--- config.mk ---
export PLATFORM = sky130hd
export DESIGN_NAME = mre_exec
export DESIGN_NICKNAME = d
export VERILOG_FILES = /design/src/hw/mre_pkg.sv /design/src/hw/mre_exec.sv /design/src/hw/mre_decode.sv
export VERILOG_INCLUDE_DIRS = /design/src /design/src/hw
export SDC_FILE = /design/constraint.sdc
export NUM_CORES = 1
export LEC_CHECK = 0
export BUFFER_PORTS_ARGS = -buffer_cell sky130_fd_sc_hd__buf_2
export CORE_MARGIN = 3
export CORE_UTILIZATION = 35
export CTS_BUF_LIST = sky130_fd_sc_hd__clkbuf_8
export CTS_CLUSTER_DIAMETER = 100
export CTS_CLUSTER_SIZE = 12
export DETAILED_ROUTE_END_ITERATION = 7
export PLACE_DENSITY_LB_ADDON = 0.1
export SLEW_MARGIN = 20
export SYNTH_ARGS = -nofsm -noshare
export SYNTH_HDL_FRONTEND = slang
export SYNTH_SLANG_ARGS = --single-unit
--- constraint.sdc ---
create_clock -name i_clk -period 3.2 [get_ports i_clk]
set_input_delay 0.48 -clock i_clk [delete_from_list [all_inputs] [get_ports i_clk]]
set_output_delay 0.48 -clock i_clk [all_outputs]
set_load 0.005 [all_outputs]
--- src/hw/mre_params.svh ---
/*
 * Constants of the move-and-return execution unit: opcode patterns,
 * field positions, reset values and instruction-cycle counts.
 * Assumes 14-bit instruction words and a 13-bit program counter.
 */
`ifndef MRE_PARAMS_SVH
`define MRE_PARAMS_SVH

// ==========================================================================
// Widths
`define MRE_INSN_W 14
`define MRE_PC_W 13
`define MRE_DATA_W 8
`define MRE_FADDR_W 7

// ==========================================================================
// Opcode patterns (mask, match; the two plain returns as whole words)
`define MRE_STORE_MASK 14'h3f80
`define MRE_STORE_MATCH 14'h0080
`define MRE_LOADLIT_MASK 14'h3c00
`define MRE_LOADLIT_MATCH 14'h3000
`define MRE_RETLIT_MASK 14'h3c00
`define MRE_RETLIT_MATCH 14'h3400
`define MRE_NOP_MASK 14'h3f9f
`define MRE_NOP_MATCH 14'h0000
`define MRE_RETIRQ_WORD 14'h0009
`define MRE_RETSUB_WORD 14'h0008

// ==========================================================================
// Field positions
`define MRE_LIT_LSB 0
`define MRE_FADDR_LSB 0
`define MRE_GIE_BIT 7

// ==========================================================================
// Reset values and cycle counts
`define MRE_PC_RST 13'h0000
`define MRE_ACC_RST 8'h00
`define MRE_GIE_RST 1'b0
`define MRE_SINGLE_CYCLES 1
`define MRE_RETURN_CYCLES 2

`endif

--- src/hw/mre_pkg.sv ---
/*
 * Types shared by the move-and-return execution unit.
 * Assumes mre_params.svh is on the include path.
 */
`include "mre_params.svh"

package mre_pkg;

  // ========================================================================
  // Decoded operation classes
  typedef enum logic [2:0] {
    MRE_OP_OTHER,
    MRE_OP_STORE_ACC_TO_FILE,
    MRE_OP_LOAD_LITERAL_TO_ACC,
    MRE_OP_NO_OPERATION,
    MRE_OP_RETURN_FROM_IRQ,
    MRE_OP_RETURN_WITH_LITERAL,
    MRE_OP_RETURN_SUB
  } mre_op_t;

  // Decoder result
  typedef struct packed {
    mre_op_t op;
    logic [`MRE_DATA_W-1:0] literal;
    logic [`MRE_FADDR_W-1:0] faddr;
  } mre_dec_t;

  // File register write port
  typedef struct packed {
    logic we;
    logic [`MRE_FADDR_W-1:0] addr;
    logic [`MRE_DATA_W-1:0] data;
  } mre_fwr_t;

endpackage

--- src/hw/mre_exec.sv ---
/*
 * Execution unit for the move, load-literal, no-operation and return group
 * of an 8-bit core. Holds the working register, program counter and global
 * interrupt enable. Assumes the stack, file registers and interrupt
 * controller live outside on the same clock and answer combinationally.
 */
`timescale 1ns/1ps
`include "mre_params.svh"

module mre_exec
  import mre_pkg::*;
(
  // Clock and reset
  input wire logic i_clk,
  input wire logic i_rst_b,
  // Instruction issue
  input wire logic i_insn_valid,
  input wire logic [`MRE_INSN_W-1:0] i_insn,
  output logic o_ready,
  output logic o_foreign,
  // Stack
  input wire logic [`MRE_PC_W-1:0] i_stack_top,
  output logic o_stack_pop,
  // Interrupt controller clears the enable on interrupt entry
  input wire logic i_gie_clr,
  output logic [`MRE_DATA_W-1:0] o_irq_ctrl_gie,
  // Core state
  output logic [`MRE_PC_W-1:0] o_pc,
  output logic [`MRE_DATA_W-1:0] o_acc,
  output logic o_flag_we,
  // File register write port
  output mre_fwr_t o_fwr
);

  // ========================================================================
  // Declarations
  typedef enum logic {
    MRE_ST_RUN,
    MRE_ST_FLUSH
  } mre_state_t;

  mre_state_t state_ff, nxt_state;
  mre_dec_t dec;
  logic take;
  logic ready_ff, nxt_ready;
  logic foreign_ff, nxt_foreign;
  logic pop_ff, nxt_pop;
  logic gie_ff, nxt_gie;
  logic [`MRE_PC_W-1:0] pc_ff, nxt_pc;
  logic [`MRE_DATA_W-1:0] acc_ff, nxt_acc;
  mre_fwr_t fwr_ff, nxt_fwr;

  // ========================================================================
  // Decode
  mre_decode u_decode (
    .i_insn(i_insn),
    .o_dec(dec)
  );

  // An instruction is taken only while no return is being flushed
  assign take = i_insn_valid && ready_ff;

  // ========================================================================
  // Execute: next values
  always_comb begin
    nxt_state = MRE_ST_RUN;
    nxt_ready = 1'b1;
    nxt_foreign = 1'b0;
    nxt_pop = 1'b0;
    nxt_pc = pc_ff;
    nxt_acc = acc_ff;
    nxt_fwr = '0;
    nxt_fwr.addr = fwr_ff.addr;
    nxt_fwr.data = fwr_ff.data;
    // Interrupt entry clears the enable; a return from interrupt in the same cycle wins
    nxt_gie = i_gie_clr ? 1'b0 : gie_ff;
    if (take) begin
      unique case (dec.op)
        MRE_OP_STORE_ACC_TO_FILE: begin
          nxt_fwr.we = 1'b1;
          nxt_fwr.addr = dec.faddr;
          nxt_fwr.data = acc_ff;
          nxt_pc = pc_ff + `MRE_PC_W'(1);
        end
        MRE_OP_LOAD_LITERAL_TO_ACC: begin
          nxt_acc = dec.literal;
          nxt_pc = pc_ff + `MRE_PC_W'(1);
        end
        MRE_OP_NO_OPERATION: begin
          nxt_pc = pc_ff + `MRE_PC_W'(1);
        end
        MRE_OP_RETURN_FROM_IRQ: begin
          nxt_pop = 1'b1;
          nxt_pc = i_stack_top;
          nxt_gie = 1'b1;
          nxt_state = MRE_ST_FLUSH;
          nxt_ready = 1'b0;
        end
        MRE_OP_RETURN_WITH_LITERAL: begin
          nxt_acc = dec.literal;
          nxt_pop = 1'b1;
          nxt_pc = i_stack_top;
          nxt_state = MRE_ST_FLUSH;
          nxt_ready = 1'b0;
        end
        MRE_OP_RETURN_SUB: begin
          nxt_pop = 1'b1;
          nxt_pc = i_stack_top;
          nxt_state = MRE_ST_FLUSH;
          nxt_ready = 1'b0;
        end
        MRE_OP_OTHER: begin
          // Left to the rest of the core; this unit holds its state
          nxt_foreign = 1'b1;
        end
      endcase
    end
  end

  // ========================================================================
  // Execute: registers
  always_ff @(posedge i_clk or negedge i_rst_b) begin
    if (!i_rst_b) begin
      state_ff <= MRE_ST_RUN;
      ready_ff <= 1'b1;
      foreign_ff <= 1'b0;
      pop_ff <= 1'b0;
      gie_ff <= `MRE_GIE_RST;
      pc_ff <= `MRE_PC_RST;
      acc_ff <= `MRE_ACC_RST;
      fwr_ff <= '0;
    end else begin
      state_ff <= nxt_state;
      ready_ff <= nxt_ready;
      foreign_ff <= nxt_foreign;
      pop_ff <= nxt_pop;
      gie_ff <= nxt_gie;
      pc_ff <= nxt_pc;
      acc_ff <= nxt_acc;
      fwr_ff <= nxt_fwr;
    end
  end

  // ========================================================================
  // Outputs, all from flip-flops except o_flag_we and the low seven bits of o_irq_ctrl_gie, which are tied low
  assign o_ready = ready_ff;
  assign o_foreign = foreign_ff;
  assign o_stack_pop = pop_ff;
  assign o_pc = pc_ff;
  assign o_acc = acc_ff;
  assign o_fwr = fwr_ff;
  // Only the enable bit of the control register belongs to this unit
  assign o_irq_ctrl_gie = {gie_ff, 7'h00};
  // No instruction of this group touches a status flag
  assign o_flag_we = 1'b0;
endmodule

--- src/hw/mre_decode.sv ---
/*
 * Combinational decoder for the move and return instruction group.
 * Assumes a stable instruction word from the fetch stage on the same clock.
 */
`timescale 1ns/1ps
`include "mre_params.svh"

module mre_decode
  import mre_pkg::*;
(
  // Instruction word
  input wire logic [`MRE_INSN_W-1:0] i_insn,
  // Decoded result
  output mre_dec_t o_dec
);

  // ========================================================================
  // Pattern match
  function automatic logic hit(input logic [`MRE_INSN_W-1:0] w,
                               input logic [`MRE_INSN_W-1:0] m,
                               input logic [`MRE_INSN_W-1:0] v);
    hit = (w & m) == v;
  endfunction

  // First match wins; the patterns do not overlap
  always_comb begin
    o_dec.literal = i_insn[`MRE_LIT_LSB +: `MRE_DATA_W];
    o_dec.faddr = i_insn[`MRE_FADDR_LSB +: `MRE_FADDR_W];
    if (hit(i_insn, `MRE_STORE_MASK, `MRE_STORE_MATCH)) begin
      o_dec.op = MRE_OP_STORE_ACC_TO_FILE;
    end else if (hit(i_insn, `MRE_LOADLIT_MASK, `MRE_LOADLIT_MATCH)) begin
      // Don't-care bits written as zero fall outside the mask and still match
      o_dec.op = MRE_OP_LOAD_LITERAL_TO_ACC;
    end else if (hit(i_insn, `MRE_RETLIT_MASK, `MRE_RETLIT_MATCH)) begin
      o_dec.op = MRE_OP_RETURN_WITH_LITERAL;
    end else if (i_insn == `MRE_RETIRQ_WORD) begin
      o_dec.op = MRE_OP_RETURN_FROM_IRQ;
    end else if (i_insn == `MRE_RETSUB_WORD) begin
      o_dec.op = MRE_OP_RETURN_SUB;
    end else if (hit(i_insn, `MRE_NOP_MASK, `MRE_NOP_MATCH)) begin
      o_dec.op = MRE_OP_NO_OPERATION;
    end else begin
      o_dec.op = MRE_OP_OTHER;
    end
  end

endmodule

**Word level (Yosys, flattened, before mapping)**

Index checks and enable logic that the tools add are counted.

- Add/subtract/negate cells: 1
- Multipliers: 0
- Divide/modulo/power cells: 0
- Magnitude comparators: 0
- Equality and inequality tests: 11
- Shifts and indexed selects: 0
- Muxes and demuxes: 18
- Bitwise operators: 0
- Reduce and logical (&&, ||, !) cells: 10

Operators with widths:

| kind | number |
|---|---|
| 16-bit two-way mux | 2 |
| 14-bit by 4-bit == test with 1-bit output, second input constant | 2 |
| 13-bit case mux with 2 select lines | 1 |
| 3-bit two-way mux | 5 |
| 14-bit zero test | 1 |
| 13-bit by 1-bit adder with 13-bit output, second input constant | 1 |
| 3-bit == test, second input constant | 3 |
| 1-bit two-way mux | 9 |
| 4-bit == test, second input constant | 2 |
| 7-bit by 1-bit == test with 1-bit output, second input constant | 1 |
| 3-bit by 2-bit == test with 1-bit output, second input constant | 2 |
| 2-bit AND reduction | 3 |
| 3-bit OR reduction | 2 |
| 3-bit by 1-bit == test with 1-bit output, second input constant | 1 |
| 3-bit zero test | 1 |
| 2-bit two-way mux | 1 |
| 2-bit nonzero test | 1 |
| 2-bit OR reduction | 1 |
| 1-bit logical AND | 1 |

- Register bits after elaboration: 41
- Bits in latches: 0
- Bits in writable memories: 0
- ROM bits: 0
- Input bits: 31
- Output and inout port bits: 49
- Word-level logic and storage cells: 49
- Memories: 0

**Logic depth before layout (Yosys ltp)**

Gate-level depths: netlist (run 1).

- Depth in word-level cells: 11
- Depth in mapped cells: 7
- Gate-level depth less buffers: 6

**Cells and area by module**

From an unflattened synthesis (run 1), not the netlist that was laid out.

- Cell total of the unflattened synthesis: 203
- Area total of the unflattened synthesis: 2,120.8 µm²

By module, submodules not included:

| module | times used | cells each | area each (µm²) | sequential area each (µm²) |
|---|---|---|---|---|
| mre_exec | 1 | 172 | 1,919.3 | 1,027.2 |
| mre_decode | 1 | 31 | 201.4 | 0.0 |

**Worst setup path before layout (run 1)**

Ideal clock, no wire load.

- Path type: in2reg
- From: input i_insn[9]
- To: register fwr_ff (netlist bit o_fwr[11])
- Setup time: 0.125 ns
- Arrival: 1.586 ns
- Required time: 3.075 ns
- Path slack: 1.489 ns
- Stages on the path: 6
- Buffers on the path: 2
- Cells stage by stage: nor2_1 and3_4 and4_1 buf_6 buf_8 mux2_2

- Word-level cells in the longest chain between the ends: 9
- Elaborated cells on any way between the ends: 12
- Classes of those cells: 4 x eq/ne; 6 x mux; 2 x reduce/logical

RTL lines:

| what | RTL line | source |
|---|---|---|
| start, declared | mre_exec.sv:18 | `` input wire logic [`MRE_INSN_W-1:0] i_insn, `` |
| 14-bit zero test | mre_decode.sv:22 | `hit = (w & m) == v;` |
| 2-bit two-way mux | mre_decode.sv:40 | `` end else if (hit(i_insn, `MRE_NOP_MASK, `MRE_NOP_MATCH)) begin `` |
| 3-bit two-way mux | mre_decode.sv:38 | `` end else if (i_insn == `MRE_RETSUB_WORD) begin `` |
| 3-bit two-way mux | mre_decode.sv:36 | `` end else if (i_insn == `MRE_RETIRQ_WORD) begin `` |
| 3-bit two-way mux | mre_decode.sv:34 | `` end else if (hit(i_insn, `MRE_RETLIT_MASK, `MRE_RETLIT_MATCH)) begin `` |
| 3-bit two-way mux | mre_decode.sv:31 | `` end else if (hit(i_insn, `MRE_LOADLIT_MASK, `MRE_LOADLIT_MATCH)) begin `` |
| 3-bit two-way mux (*) | mre_decode.sv:29 | `` if (hit(i_insn, `MRE_STORE_MASK, `MRE_STORE_MATCH)) begin `` |
| 3-bit by 1-bit == test with 1-bit output (*) | mre_exec.sv:78 | `unique case (dec.op)` |
| 2-bit AND reduction (no line) (*) | n/a |  |
| end signal, assigned | mre_exec.sv:140 | `fwr_ff <= nxt_fwr;` |
| end, declared | mre_exec.sv:51 | `mre_fwr_t fwr_ff, nxt_fwr;` |

Every way passes the cells marked *; elsewhere a longest branch is shown, timed or not.
A chain may end at the register's enable or synchronous reset.

**Final worst setup path (run 1)**

- From: register ready_ff, in the netlist o_ready
- To: register fwr_ff (netlist bit o_fwr[6])

- Word-level cells in the longest chain between the ends: 2

RTL lines:

| what | RTL line | source |
|---|---|---|
| start, declared | mre_exec.sv:45 | `logic ready_ff, nxt_ready;` |
| start signal, assigned | mre_exec.sv:134 | `ready_ff <= nxt_ready;` |
| 1-bit logical AND | mre_exec.sv:61 | `assign take = i_insn_valid && ready_ff;` |
| 2-bit AND reduction (no line) | n/a |  |

Every way passes these cells.

==> flow_summary.ini, run 1 <==
[floorplanning]
std_cell_rows = 28
core_area_mm2 = 0.00599
dieHeight_um = 85.1
initial_utilization = 0.365
die_w_um = 85.1
die-area_mm2 = 0.00724
design.portCount = 80

[yosys]
synth_top_family_by_area = multiplexers
ys_top_cells_by_area = dfrtp_1 (46%), mux2_2 (10%), mux2i_1 (5.0%)
synth-compound-area-share = 0.137
synth_cell_types = 45
avgSynthCellArea_um2 = 12.2
synth-seq-cells = 41
muxShareOfSynthArea = 0.169
synth_cells = 180
synthXorXnorAreaFrac = 0
post-synth-top-area-fraction = 0.457
ys_seq_area_frac = 0.469
ys_warn_count = 0
synth_area_mm2 = 0.00219
synthSimpleGateAreaFrac = 0.140
synthAdderAreaFrac = 0.00572
synth_top_area_cell = dfrtp_1

[clocking]
max-clock-path-buffers = 2
post_cts_buffers = 0
clk_latency_ps = 290
clkTransAtPathRegs_ps = 80
cts_tree = done
ctsResizeCount = 0
cts_buffers = 5
cts.sinks = 41
hold_buffers = 0
root_buffer = clkbuf_8
h-tree-depth = 2

[timing]
max_freq_ghz = 0.511
rsz0062_at_grt = no
clock_skew_ps = 7.10
worst_slack_ps = 1240
maxSlewHeadroom = 0.385
fin_crit_sh = 0.612
whs_ps = 315
setup_viol = 0
hold_viol_final = 0
fin_crit_ps = 1960
fin_setup_tns_ps = 0
drv_slew = 0
worst_pin_slew_ps = 923

[place]
place_ws_ps = 984
io_buffers = 71
gp_congestion = 0.721
dp_cells = 319
post-dp-hpwl_um = 3440

[worst_setup_path]
path_delay_family = simple AND/OR/NAND/NOR gates
slowest_delay_ps = 680
crit_fanout = 16
end_kind = flop
cp.arrival_ps = 2130
cp-start-kind = flop
crit_required_ps = 3380
path_class = reg -> reg
path_buf_inv = 0
crit_chain = and2_1 -> and4_1 -> mux2_2
cp_slowest_cell = and4_1

[route]
drc_errors = 0
antenna_left = 0
post_drt_via_cell_ratio = 4.89
firstDrtPassIters = 4
drt_wl_total_um = 4610
first_iter_violations = 67
wl_per_cell_um = 14.1
vias = 1599

[global_route]
grt_use_total = 0.135
grt_max_degree = 42
grt_overflow = 0
antenna_found_initial = 0
grt_pass1_vias = 1594
grt_pass1_wl_um = 7900

[cells_and_area]
final_cells = 327
diodes = 0
areaGrowthSynthToFinish_pct = 21.4
final_util = 0.444
drive_above_1_share = 0.504
fin_nets = 283

[power]
power_density_mw_per_mm2 = 556
power.share.sequential = 0.459
netSwitchingPower_mw = 0.410
clockPowerShare = 0.335
peakVddDrop_mv = 0.246
pwr-share-comb = 0.207
p_leak_nw = 1.36
cellInternalPower_mw = 1.07
switching_share = 0.278

[worst_hold_path]
holdCritPathClass = in -> async

[flow_run]
drv_cap = 0

[status]
outcome = finished clean
stage by stage:
stage                     area (µm²)  total power [mW]
after floorplan                 2210             0.855
after global placement          2520              1.00
after detailed placement        2520              1.00
after CTS                       2660              1.50
after global routing            2660              1.57
final                           2660              1.48
registers in the layout, summed over array words and instances, names as in the netlist:
register and count:
o_foreign 1, o_stack_pop 1, o_acc 8, o_pc 13, gie_ff 1, o_fwr 16
o_ready 1
cell type report:
type	count	area, µm²
fillers	602	3330
flip-flops and latches	41	1030
multi-input cells	125	1020
repair buffers	72	363
well taps	75	93.8
clock buffers	5	68.8
clock inverters	3	65.1
inverters	6	22.5
power groups by stage:
stage	clock network (mW)	registers, mW	logic (mW)
floorplan	0	0.683	0.172
CTS	0.508	0.680	0.313
global route	0.535	0.694	0.345
finish	0.495	0.678	0.305
global placement	0	0.692	0.309
detailed placement	0	0.689	0.312
cell usage after synthesis (all sizes together):
master,count
a211o,1
a21oi,7
a22oi,1
a2bb2oi,6
a311o,1
a31o,1
a31oi,2
a32o,1
a32oi,1
and2,1
and3,4
and3b,1
and4,1
buf,15
conb,1
dfrtp,40
dfstp,1
ha,1
inv,6
mux2,23
mux2i,11
nand2,10
nand2b,1
nand3,10
nand3b,1
nand4,2
nor2,11
nor3,5
nor4b,2
o21ai,6
o22ai,2
o2bb2ai,3
or2,1
placed cells by master, fill, tap and decap left out, types with 4 or more instances in the layout:
master and instances:
nand3_1 8, a2bb2oi_2 6, conb_1 8, mux2i_1 11, clkbuf_8 5, a21oi_2 6, o21ai_0 4, mux2_2 20
buf_2 71, inv_1 6, nand2_1 10, dfrtp_1 40, nor3_1 4, nor2_1 10
cells by family after synthesis:
| logic type | after synthesis |
|---|---|
| simple gates | 50 |
| flops | 41 |
| mux | 34 |
| compound gates | 32 |
| buf+inv | 21 |
| fa+ha+maj | 1 |
| other cells | 1 |
metal layers:
layer  up-vias  routed length (µm)  global-route usage
li1        781                   -                   -
met1       756                2120               0.186
met2        56                2090               0.205
met3         6                 354              0.0447
met4         0                  47              0.0345
met5         -                   0                   0
worst paths after layout:
kind | startpoint | end | slack [ps] | cells after the start
max in group asynchronous | i_rst_b | o_foreign$_DFF_PN0_ | 2300 | 1
worst min register to register | o_fwr[10]$_DFFE_PN0P_ | o_fwr[10]$_DFFE_PN0P_ | 490 | 1
worst max register to register | o_ready$_DFF_PN1_ | o_fwr[6]$_DFFE_PN0P_ | 1240 | 3
min in group i_clk | i_gie_clr | gie_ff$_DFF_PN0_ | 380 | 2
worst min-delay path | i_rst_b | o_fwr[12]$_DFFE_PN0P_ | 320 | 1
worst max-delay path | o_ready$_DFF_PN1_ | o_fwr[6]$_DFFE_PN0P_ | 1240 | 3
(Power assumes the default switching activity.)
==> run 2, diff against run 1 <==
==> constraint.sdc (replaced) <==
create_clock -name i_clk -period 1.9 [get_ports i_clk]
set_input_delay 0.285 -clock i_clk [delete_from_list [all_inputs] [get_ports i_clk]]
set_output_delay 0.285 -clock i_clk [all_outputs]
set_load 0.005 [all_outputs]
==> flow_summary.ini, run 2 (same netlist as run 1, synthesis figures left out) <==
[power]
clockPowerShare = 0.327
switching_share = 0.277
power.share.sequential = 0.450
p_total_mw = 2.53
power_density_mw_per_mm2 = 917
netSwitchingPower_mw = 0.700
peakVddDrop_mv = 0.329
pwr-share-comb = 0.222
cellInternalPower_mw = 1.83
p_leak_nw = 1.42

[floorplanning]
dieHeight_um = 85.1
design.portCount = 80
die-area_mm2 = 0.00724
initial_utilization = 0.365
die_w_um = 85.1
core_area_mm2 = 0.00599
std_cell_rows = 28

[worst_setup_path]
critPathLaunch = o_ready$_DFF_PN1_
path_class = reg -> reg
slowest_delay_ps = 540
cp.arrival_ps = 1830
reg2reg_to = o_fwr[7]$_DFFE_PN0P_
reg2reg_setup_slack_ps = 240
cp.depth = 4
reg2reg_from = o_ready$_DFF_PN1_
r2r_cells = 4
cp_slowest_cell = dfstp_2
end_kind = flop
path_delay_family = flip-flops
crit_fanout = 16
endpoint = o_fwr[7]$_DFFE_PN0P_
cp-start-kind = flop
path_buf_inv = 1
crit_required_ps = 2070
crit_chain = and2_1 -> and4_1 -> buf_12 -> mux2_2

[cells_and_area]
fillers = 592
diodes = 0
drive_above_1_share = 0.517
largest_reg_flops = 16
layout_commonest_cell = buf_2
areaGrowthSynthToFinish_pct = 25.8
final_cell_mix = buf_2 (71), dfrtp_1 (40), mux2_2 (20)
final_cells = 336
final_util = 0.459
fin_nets = 292

[timing]
fin_crit_sh = 0.875
rsz0062_at_grt = no
whs_ps = 178
setup_viol = 0
drv_slew = 0
max_freq_ghz = 0.601
hold_viol_final = 0
clock_skew_ps = 6.39
fin_crit_ps = 1660
fin_setup_tns_ps = 0

[place]
gp_congestion = 0.754
io_buffers = 71
post-dp-hpwl_um = 3730
dp_cells = 327

[clocking]
max-clock-path-buffers = 2
cts_buffers = 5
cts_tree = done
cts.sinks = 41
root_buffer = clkbuf_8
clk_latency_ps = 290
clkTransAtPathRegs_ps = 80
h-tree-depth = 2

[flow_run]
drv_cap = 0

[status]
outcome = finished clean

[route]
firstDrtPassIters = 4
post_drt_via_cell_ratio = 4.82
antenna_left = 0
wl_per_cell_um = 14.4
vias = 1618
drt_wl_total_um = 4830
first_iter_violations = 60
drc_errors = 0

[global_route]
grt_pass1_wl_um = 8150
grt_max_degree = 23
grt_overflow = 0
grt_pass1_vias = 1648
grt_use_total = 0.139
antenna_found_initial = 0

[worst_hold_path]
holdCritPathClass = in -> reg
-- run 2: worst min-delay path by stage --
stage	startpoint	to	depth (start not counted)
after floorplan	i_rst_b	gie_ff$_DFF_PN0_	0
after global placement	i_rst_b	o_fwr[15]$_DFF_PN0_	1
after detailed placement	i_rst_b	o_fwr[15]$_DFF_PN0_	1
after CTS	i_gie_clr	gie_ff$_DFF_PN0_	2
after global routing	i_gie_clr	gie_ff$_DFF_PN0_	2
final	i_gie_clr	gie_ff$_DFF_PN0_	2
-- run 2: worst reg2reg max path, cell delays in order, from the launching register on --
cell     delay [ps]
dfstp_2         540
and2_1          230
and4_1          270
buf_12          160
mux2_2          340
-- run 2: final cells by class --
cell class / instances / area (µm²) / area share
tap: 75 / 93.8 / 0.0341
multi-input combinational: 125 / 1020 / 0.370
inverter: 6 / 22.5 / 0.00818
sequential: 41 / 1030 / 0.373
clock inverter: 3 / 65.1 / 0.0236
timing repair buffer: 81 / 458 / 0.166
clock buffer: 5 / 68.8 / 0.0250
-- run 2: per-stage QoR --
stage / area, µm² / setup WS (ps)
after floorplan: 2210 / 292
after global placement: 2610 / 205
after detailed placement: 2610 / 189
after CTS: 2750 / 216
after global routing: 2750 / 163
final: 2750 / 237
-- run 2: power by group through the flow --
stage / Clock (mW) / Sequential, mW / Combinational (mW)
2_1_floorplan: 0 / 1.15 / 0.291
3_3_place_gp: 0 / 1.16 / 0.564
3_5_place_dp: 0 / 1.15 / 0.566
4_1_cts: 0.855 / 1.14 / 0.571
5_1_grt: 0.899 / 1.16 / 0.619
6_report: 0.827 / 1.14 / 0.561
-- run 2: timing repair --
action,4_1_cts,5_1_grt
hold buffers,1,0
hold endpoints to repair,20,0
setup buffers,0,0
gates resized for setup,0,0
-- run 2: per-layer routing --
metal	global-route usage	up-vias	share of wire
li1	-	796	-
met1	0.185	769	0.45
met2	0.230	49	0.48
met3	0.0320	4	0.057
met4	0.0302	0	0.0081
met5	0	-	0
==> run 3, diff against run 2 <==
--- a/config.mk
+++ b/config.mk
@@ -13,7 +13,9 @@
 export CTS_CLUSTER_DIAMETER = 100
 export CTS_CLUSTER_SIZE = 12
 export DETAILED_ROUTE_END_ITERATION = 7
+export GPL_TIMING_DRIVEN = 0
 export PLACE_DENSITY_LB_ADDON = 0.1
+export REMOVE_ABC_BUFFERS = 1
 export SLEW_MARGIN = 20
 export SYNTH_ARGS = -nofsm -noshare
 export SYNTH_HDL_FRONTEND = slang
==> flow_summary.ini, run 3 (same netlist as run 1, synthesis figures left out) <==
[global_route]
antenna_found_initial = 0
grt_max_degree = 42
grtUsageMet1 = 0.179
use_met2 = 0.225
grt_pass1_wl_um = 8090
gr-usage-met3 = 0.0369
grt_use_total = 0.138
busiest_layer = met2
grt_overflow = 0
grt_pass1_vias = 1641

[worst_setup_path]
reg2reg_from = o_ready$_DFF_PN1_
crit_required_ps = 2080
r2r_cells = 3
path_class = reg -> reg
reg2reg_to = o_fwr[13]$_DFFE_PN0P_
cp.arrival_ps = 1950
cp-start-kind = flop
end_kind = flop
reg2reg_setup_slack_ps = 130
crit_fanout = 16

[clocking]
max-clock-path-buffers = 2
clkTransAtPathRegs_ps = 80
ctsResizeCount = 1
cts_tree = done
cts.sinks = 41
root_buffer = clkbuf_8
h-tree-depth = 2
cts_buffers = 5
post_cts_buffers = 0
hold_buffers = 0
clk_latency_ps = 290

[route]
post_drt_via_cell_ratio = 4.84
firstDrtPassIters = 4
vias = 1588
drc_errors = 0
drt_wl_total_um = 4830
wl_per_cell_um = 14.7
antenna_left = 0
first_iter_violations = 17

[cells_and_area]
final_util = 0.445
diodes = 0
fillers = 596
areaGrowthSynthToFinish_pct = 21.7
layout_commonest_cell = buf_2
final_cell_mix = buf_2 (71), dfrtp_1 (40), mux2_2 (20)
final_cells = 328
design_area_mm2 = 0.00266
drive_above_1_share = 0.510
fin_nets = 284
largest_reg_flops = 16

[place]
placed_cell_area_mm2 = 0.00254
io_buffers = 71
gp_congestion = 0.746
dp_cells = 320
post-dp-hpwl_um = 3660

[floorplanning]
die-area_mm2 = 0.00724
design.portCount = 80
std_cell_rows = 28
initial_utilization = 0.365
core_area_mm2 = 0.00599
dieHeight_um = 85.1
die_w_um = 85.1

[power]
p_leak_nw = 1.36
power_density_mw_per_mm2 = 898
peakVddDrop_mv = 0.616

[timing]
worst_pin_slew_ps = 919
fin_crit_sh = 0.932
fin_setup_tns_ps = 0
setup_viol = 0
rsz0062_at_grt = no
clock_skew_ps = 6.83
max_freq_ghz = 0.564
maxSlewHeadroom = 0.387
whs_ps = 126
fin_crit_ps = 1770
drv_slew = 0
hold_viol_final = 0

[worst_hold_path]
holdCritPathClass = in -> async

[status]
outcome = finished clean

[flow_run]
drv_cap = 0
[run 3: area by class of cell]
| class | instances | area (µm²) | share of cell area |
|---|---|---|---|
| flip-flops and latches | 41 | 1030 | 0.386 |
| repair buffers | 73 | 382 | 0.143 |
| multi-input cells | 125 | 1020 | 0.382 |
| well taps | 75 | 93.8 | 0.0352 |
| inverters | 6 | 22.5 | 0.00845 |
| clock inverters | 2 | 37.5 | 0.0141 |
| clock buffers | 6 | 82.6 | 0.0310 |
[run 3: per-stage QoR]
stage	power (mW)	worst slack (ps)
floorplan	1.42	40.0
global placement	1.68	-393
detailed placement	1.68	-128
CTS	2.43	108
global route	2.55	21.9
finish	2.39	128
[run 3: how the worst max path moves through the flow]
| stage | startpoint | end | slack [ps] | cells past startpoint |
|---|---|---|---|---|
| after CTS | o_ready$_DFF_PN1_ | o_fwr[13]$_DFFE_PN0P_ | 110 | 3 |
| after global placement | i_insn[11] | o_pc[2]$_DFFE_PN0P_ | -390 | 6 |
| final | o_ready$_DFF_PN1_ | o_fwr[13]$_DFFE_PN0P_ | 130 | 3 |
| after detailed placement | i_insn[12] | o_fwr[6]$_DFFE_PN0P_ | -130 | 5 |
| after global routing | o_pc[2]$_DFFE_PN0P_ | o_pc[9]$_DFFE_PN0P_ | 20 | 5 |
| after floorplan | i_insn[9] | o_pc[2]$_DFFE_PN0P_ | 40 | 5 |
[run 3: critical path: stages (launching register included)]
cell	delay, ps
dfstp_2	540
and2_1	210
and4_2	520
mux2_2	380
[run 3: power by group]
group,switching (mW),total (mW),internal [mW]
Combinational,0.243,0.515,0.272
Clock,0.308,0.736,0.427
Sequential,0.137,1.14,1.00
Total,0.688,2.39,1.70
[run 3: routing by layer]
metal  vias to the layer above  wire length, µm
li1                        779                -
met1                       754             2160
met2                        50             2300
met3                         5              312
met4                         0               53
met5                         -                0
